<file path="config.mk">
export PLATFORM = sky130hd
export DESIGN_NAME = mpgpio_multi_port
export DESIGN_NICKNAME = d
export VERILOG_FILES = /design/src/mpgpio_multi_port.v
export VERILOG_INCLUDE_DIRS = /design/src
export SDC_FILE = /design/constraint.sdc
export NUM_CORES = 1
export LEC_CHECK = 0
export BUFFER_PORTS_ARGS = -buffer_cell sky130_fd_sc_hd__buf_2
export CAP_MARGIN = 20
export CORE_MARGIN = 2
export CORE_UTILIZATION = 53
export DETAILED_ROUTE_END_ITERATION = 6
export GPL_TIMING_DRIVEN = 1
export PLACE_DENSITY_LB_ADDON = 0.05
export SLEW_MARGIN = 15
export SYNTH_ARGS = -nofsm -noshare
export SYNTH_HDL_FRONTEND = slang
export SYNTH_SLANG_ARGS = --single-unit
</file>
<file path="constraint.sdc">
create_clock -name mclk -period 7.36 [get_ports mclk]
set_clock_uncertainty 0.2 [all_clocks]
set_input_delay 1.84 -clock mclk [delete_from_list [all_inputs] [get_ports mclk]]
set_output_delay 1.84 -clock mclk [all_outputs]
set_load 0.005 [all_outputs]
</file>
<file path="src/mpgpio_consts.vh">
// File addresses, field positions, reset values and variant codes of the general-purpose I/O block
`ifndef MPGPIO_CONSTS_VH
`define MPGPIO_CONSTS_VH
`define MPGPIO_ADDR_PORT_A   5'h05
`define MPGPIO_ADDR_PORT_B   5'h06
`define MPGPIO_ADDR_PORT_C   5'h07
`define MPGPIO_ADDR_PORT_D   5'h08
`define MPGPIO_ADDR_PORT_E   5'h09
`define MPGPIO_DIR_RESET     8'hff
`define MPGPIO_PORT_A_MASK   8'h0f
`define MPGPIO_PORT_E_MASK   8'hf0
`define MPGPIO_FULL_MASK     8'hff
`define MPGPIO_VARIANT_SMALL 2'h0
`define MPGPIO_VARIANT_MID   2'h1
`define MPGPIO_VARIANT_LARGE 2'h2
`endif

</file>
<file path="src/mpgpio_multi_port.v">
// General-purpose I/O block with five ports, pin-level reads and write-only direction registers
// Contract
// - Port reads return pin levels, not latches
// - Reset sets every direction bit to one
// - First port: bits 3..0 only, upper read zero
// - Second port: eight bidirectional pin bits
// - Third port, or plain register on smallest
// - Fourth port only on largest variant
// - Fifth port bits 7..4, else plain register
// - Direction loaded only by direction-load instruction
// - Direction one tristates, zero drives latch
// - Direction registers cannot be read back
// - Output latch holds until next port write
// - Each pin has its own direction bit
// - Latches undefined at power-on, kept otherwise
// - Write at cycle end, read samples at start
`timescale 1ns/1ps
`default_nettype none
`include "mpgpio_consts.vh"

module mpgpio_multi_port #(
    parameter [1:0] VARIANT = `MPGPIO_VARIANT_LARGE
) (
    input  wire        mclk,
    input  wire        reset,
    input  wire        powerOnReset,
    input  wire [4:0]  fileAddr,
    input  wire        fileWrite,
    input  wire        fileRead,
    input  wire [7:0]  fileWrData,
    output reg  [7:0]  fileRdData,
    output wire        fileHit,
    input  wire        dirLoad,
    input  wire [7:0]  accumulator,
    input  wire [7:0]  portAPinIn,
    output wire [7:0]  portAPinOut,
    output wire [7:0]  portAPinOe,
    input  wire [7:0]  portBPinIn,
    output wire [7:0]  portBPinOut,
    output wire [7:0]  portBPinOe,
    input  wire [7:0]  portCPinIn,
    output wire [7:0]  portCPinOut,
    output wire [7:0]  portCPinOe,
    input  wire [7:0]  portDPinIn,
    output wire [7:0]  portDPinOut,
    output wire [7:0]  portDPinOe,
    input  wire [7:0]  portEPinIn,
    output wire [7:0]  portEPinOut,
    output wire [7:0]  portEPinOe
);

    // Port index 0..4 for addresses 05h..09h, 7 for none
    function [2:0] portIndex;
        input [4:0] addr;
        begin
            case (addr)
                `MPGPIO_ADDR_PORT_A: portIndex = 3'h0;
                `MPGPIO_ADDR_PORT_B: portIndex = 3'h1;
                `MPGPIO_ADDR_PORT_C: portIndex = 3'h2;
                `MPGPIO_ADDR_PORT_D: portIndex = 3'h3;
                `MPGPIO_ADDR_PORT_E: portIndex = 3'h4;
                default:             portIndex = 3'h7;
            endcase
        end
    endfunction

    // Pin mask of each port for this variant; zero means plain data register
    function [7:0] pinMask;
        input [2:0] idx;
        begin
            case (idx)
                3'h0: pinMask = `MPGPIO_PORT_A_MASK;
                3'h1: pinMask = `MPGPIO_FULL_MASK;
                3'h2: pinMask = (VARIANT != `MPGPIO_VARIANT_SMALL) ? `MPGPIO_FULL_MASK : 8'h00;
                3'h3: pinMask = (VARIANT == `MPGPIO_VARIANT_LARGE) ? `MPGPIO_FULL_MASK : 8'h00;
                3'h4: pinMask = (VARIANT == `MPGPIO_VARIANT_LARGE) ? `MPGPIO_PORT_E_MASK : 8'h00;
                default: pinMask = 8'h00;
            endcase
        end
    endfunction

    wire [2:0]  accIdx = portIndex(fileAddr);
    wire [39:0] pinInBus = {portEPinIn, portDPinIn, portCPinIn, portBPinIn, portAPinIn};
    wire [39:0] pinOutBus;
    wire [39:0] pinOeBus;
    wire [39:0] syncBus;

    assign fileHit = (accIdx != 3'h7);

    genvar g;
    generate
        for (g = 0; g < 5; g = g + 1)
        begin : gPort
            localparam [7:0] MASK = pinMask(g);
            reg  [7:0] latch_q;
            reg  [7:0] dir_q;
            reg  [7:0] s1_q;
            reg  [7:0] s2_q;
            reg  [7:0] s3_q;
            reg  [7:0] level_q;
            wire       sel = (accIdx == g);

            // Latch has no reset term: power-on contents are undefined and other resets keep them
            always @(posedge mclk)
            begin
                if (fileWrite && sel)
                    latch_q <= fileWrData;
            end

            // Direction, synchroniser and read data all take reset; the latch above deliberately escapes it
            always @(posedge mclk or posedge reset)
            begin
                if (reset)
                    dir_q <= `MPGPIO_DIR_RESET;
                else if (dirLoad && sel && MASK != 8'h00)
                    dir_q <= accumulator;
            end

            // Three-stage synchroniser; a level is accepted once stages two and three agree
            always @(posedge mclk or posedge reset)
            begin
                if (reset)
                begin
                    s1_q    <= 8'h00;
                    s2_q    <= 8'h00;
                    s3_q    <= 8'h00;
                    level_q <= 8'h00;
                end
                else
                begin
                    s1_q    <= pinInBus[8*g +: 8];
                    s2_q    <= s1_q;
                    s3_q    <= s2_q;
                    level_q <= (s2_q & s3_q) | (level_q & (s2_q | s3_q));
                end
            end

            assign pinOutBus[8*g +: 8] = latch_q & MASK;
            assign pinOeBus[8*g +: 8]  = ~dir_q & MASK;
            // Implemented pins read the pin level; a plain register reads its stored value
            assign syncBus[8*g +: 8]   = (MASK != 8'h00) ? (level_q & MASK) : latch_q;
        end
    endgenerate

    assign portAPinOut = pinOutBus[7:0];
    assign portAPinOe  = pinOeBus[7:0];
    assign portBPinOut = pinOutBus[15:8];
    assign portBPinOe  = pinOeBus[15:8];
    assign portCPinOut = pinOutBus[23:16];
    assign portCPinOe  = pinOeBus[23:16];
    assign portDPinOut = pinOutBus[31:24];
    assign portDPinOe  = pinOeBus[31:24];
    assign portEPinOut = pinOutBus[39:32];
    assign portEPinOe  = pinOeBus[39:32];

    // Read data is registered at the read edge, i.e. sampled at the start of the instruction
    always @(posedge mclk or posedge reset)
    begin
        if (reset)
            fileRdData <= 8'h00;
        else if (fileRead)
        begin
            case (accIdx)
                3'h0:    fileRdData <= syncBus[7:0];
                3'h1:    fileRdData <= syncBus[15:8];
                3'h2:    fileRdData <= syncBus[23:16];
                3'h3:    fileRdData <= syncBus[31:24];
                3'h4:    fileRdData <= syncBus[39:32];
                default: fileRdData <= 8'h00;
            endcase
        end
    end

    // powerOnReset only distinguishes reset kinds outside; latches ignore every reset
    wire unusedPor = powerOnReset;

endmodule // mpgpio_multi_port
`default_nettype wire

</file>
==> summary.txt <==
ys async rst share: 84.00%
total track usage: 17.05%
drt via density: 4.717
VDD IR-drop max: 0.0001940 V
CP max-delay cell: or3b_4
CTS max path bufs: 2
DIE WIDTH: 116.0 microns
Fin. Hold Viols: 0
crit path launch type: input pin
final setup violation count: 0
XOR/XNOR share of the synthesized area: 0%
drt pass-1 iters: 4
CP Data Arrival Time: 2.73 ns
initial core utilization: 54.87%
antenna violations before repair: 0
pin count of the biggest net entering global routing: 119
sequential share of the synthesized area: 78.33%
Synth Instances: 377
CP Class: input pin to output port
layout cells sized above 1: 41.68%
Top Family by Delay on Critical Path: simple AND/OR/NAND/NOR gates
Netlist cell types: 36
H-tree levels: 4
Hold Buf Count CTS: 0
area grow syn2layout: 21.05%
CP Max Fanout: 7
adder-cell share of the synthesized area: 4.820%
Yosys warning total: 0
RD Place Congestion: 0.7479
io pins: 156
Period minus WS final: 4.766 ns
Main synth FF type: dfrtp_1
clk_lat worst skew: 0.42 ns
cell count along the critical path: 4
# rows: 40
final std cells w/o fill: 703
Die Y: 116.0 microns
DRC errors left: 0
Post-DP HPWL: 7080 microns
Via Count: 3316
EDFF count, synth: 32
CTS root buf: clkbuf_16
Crit path top cell by count: buf_2
R2R depth: 3
WL/cell: 15.12 microns
mapped cell area: 6645 sq um
CTS tree: done
worst-margin pin slew: 0.6007 ns
most frequent cells in the layout: 136 x dfrtp_1, 130 x buf_2, 34 x inv_1
core area: 12110 sq um
leakage: 3.622 nW
GRT overflow: 0
CP endpoint kind: output port
Power Density: 289.9 nW/um^2
worst rel slew slack: 59.95%
Fillers: 880
outcome: completed
multiplexer share of the synthesized area: 6.929%
I/O Buffers: 130
Compound-Gate Fraction of Synth Area: 2.335%
Max Freq: 209.8 MHz
hold depth: 0
Synth Area in Simple Gates: 3.352%
Starting DRT DRC Count: 161
clock tree sinks: 200
largest family of logic cells by synthesized area: multiplexers
Diodes inserted: 0
commonest non-fill, non-tap cell in the layout: dfrtp_1
hold crit path type: register to register
final period utilization: 64.75%
RSZ-0062 raised after global routing: no
Seq cells post-synth: 200
Post-Synthesis Mean Instance Area: 17.63 sq um
final core utilization: 66.42%
cell count after placement: 670
crit-path max cell delay: 0.45 ns
WL final: 10630 microns
fin nets: 589
Slew Limit Fails: 0
CTS clk-pin slew, worst paths: 0.07 ns
CTS buffer count: 17
WP data required: 5.32 ns
critical-path cell list: buf_2 > or3b_4 > a21oi_1 > buf_2
Post-CTS Setup Repair Bufs: 0
Antenna Violating Nets Remaining: 0
Max Cap Viol: 0
first-pass GRT wire length: 16840 microns
setup TNS: 0 ns
vias in the first global route: 3288
WP buf/inv: 2
post_cts resized: 0
die area: 13450 sq um
-- per-layer routing --
metal / routed length [microns] / part of all wire, % / track usage, %
met2: 4927 / 46 / 25.26
met4: 123 / 1.2 / 6.190
met5: 0 / 0 / 0
met3: 602 / 5.7 / 5.387
met1: 4976 / 47 / 24.16
-- synthesized netlist by cell type, drive strengths merged, types with 4 or more instances --
cell     count  share of area [%]
a221o        7                1.1
edfxtp      32                 14
maj3        32                4.8
o2bb2ai      7               0.92
nor2b        8               0.75
buf         20                2.1
dfstp       32                 13
mux2        32                5.9
mux2i        7                1.1
and2         5               0.47
inv         35                2.0
dfrtp      136                 51
nand2        4               0.34
-- through the flow --
stage,hold WS (ns),worst slack (ns),power [mW],instance area [sq um]
6_report,0.1439,2.594,2.332,8044
5_1_grt,0.1543,2.550,2.445,8044
4_1_cts,0.1478,2.602,2.357,8016
3_5_place_dp,0.1347,2.603,1.462,7428
3_3_place_gp,0.1316,2.621,1.453,7428
2_1_floorplan,0.1312,0.8262,1.383,6701
-- flip-flops by register name, indices dropped and copies added (netlist names) --
name and cells:
gPort.level_q 32, portCPinOut 8, portBPinOut 8, portDPinOut 8, gPort.s3_q 32, gPort.s2_q 32, gPort.latch_q 8, gPort.dir_q 32
fileRdData 8, gPort.s1_q 32
-- path summary, 6_finish.rpt --
check | from | to | slack (ns)
max in group asynchronous | reset | gPort[3].s3_q[0] | 4.41
setup / recovery | fileAddr[1] | fileHit | 2.59
hold reg to reg | gPort[4].s1_q[6] | gPort[4].s2_q[6] | 0.14
hold / removal | gPort[4].s1_q[6] | gPort[4].s2_q[6] | 0.14
min in group asynchronous | reset | gPort[1].level_q[2] | 1.20
setup reg to reg | gPort[2].level_q[7] | fileRdData[7] | 5.97
-- report_power, final --
group | switching [mW] | internal (mW) | total (mW)
Sequential | 0.0402 | 1.23 | 1.27
Combinational | 0.0782 | 0.0893 | 0.168
Clock | 0.378 | 0.515 | 0.893
Total | 0.496 | 1.84 | 2.33
-- final cells by class --
| class | count | area (sq um) | share of cell area [%] |
|---|---|---|---|
| Sequential cell | 200 | 5205 | 64.71 |
| Timing Repair Buffer | 132 | 685.7 | 8.524 |
| Tap cell | 168 | 210.2 | 2.613 |
| Clock inverter | 9 | 88.84 | 1.104 |
| Multi-Input combinational cell | 136 | 1219 | 15.15 |
| Inverter | 35 | 136.4 | 1.695 |
| Clock buffer | 23 | 499.2 | 6.206 |
-- logic make-up after synthesis --
| group | after synthesis |
|---|---|
| DFF | 200 |
| buffers and inverters | 56 |
| muxes | 39 |
| adders and majority gates | 32 |
| and+or+nand+nor | 31 |
| AOI/OAI and AO/OA | 18 |
| other | 1 |
(Power assumes the default switching activity.)
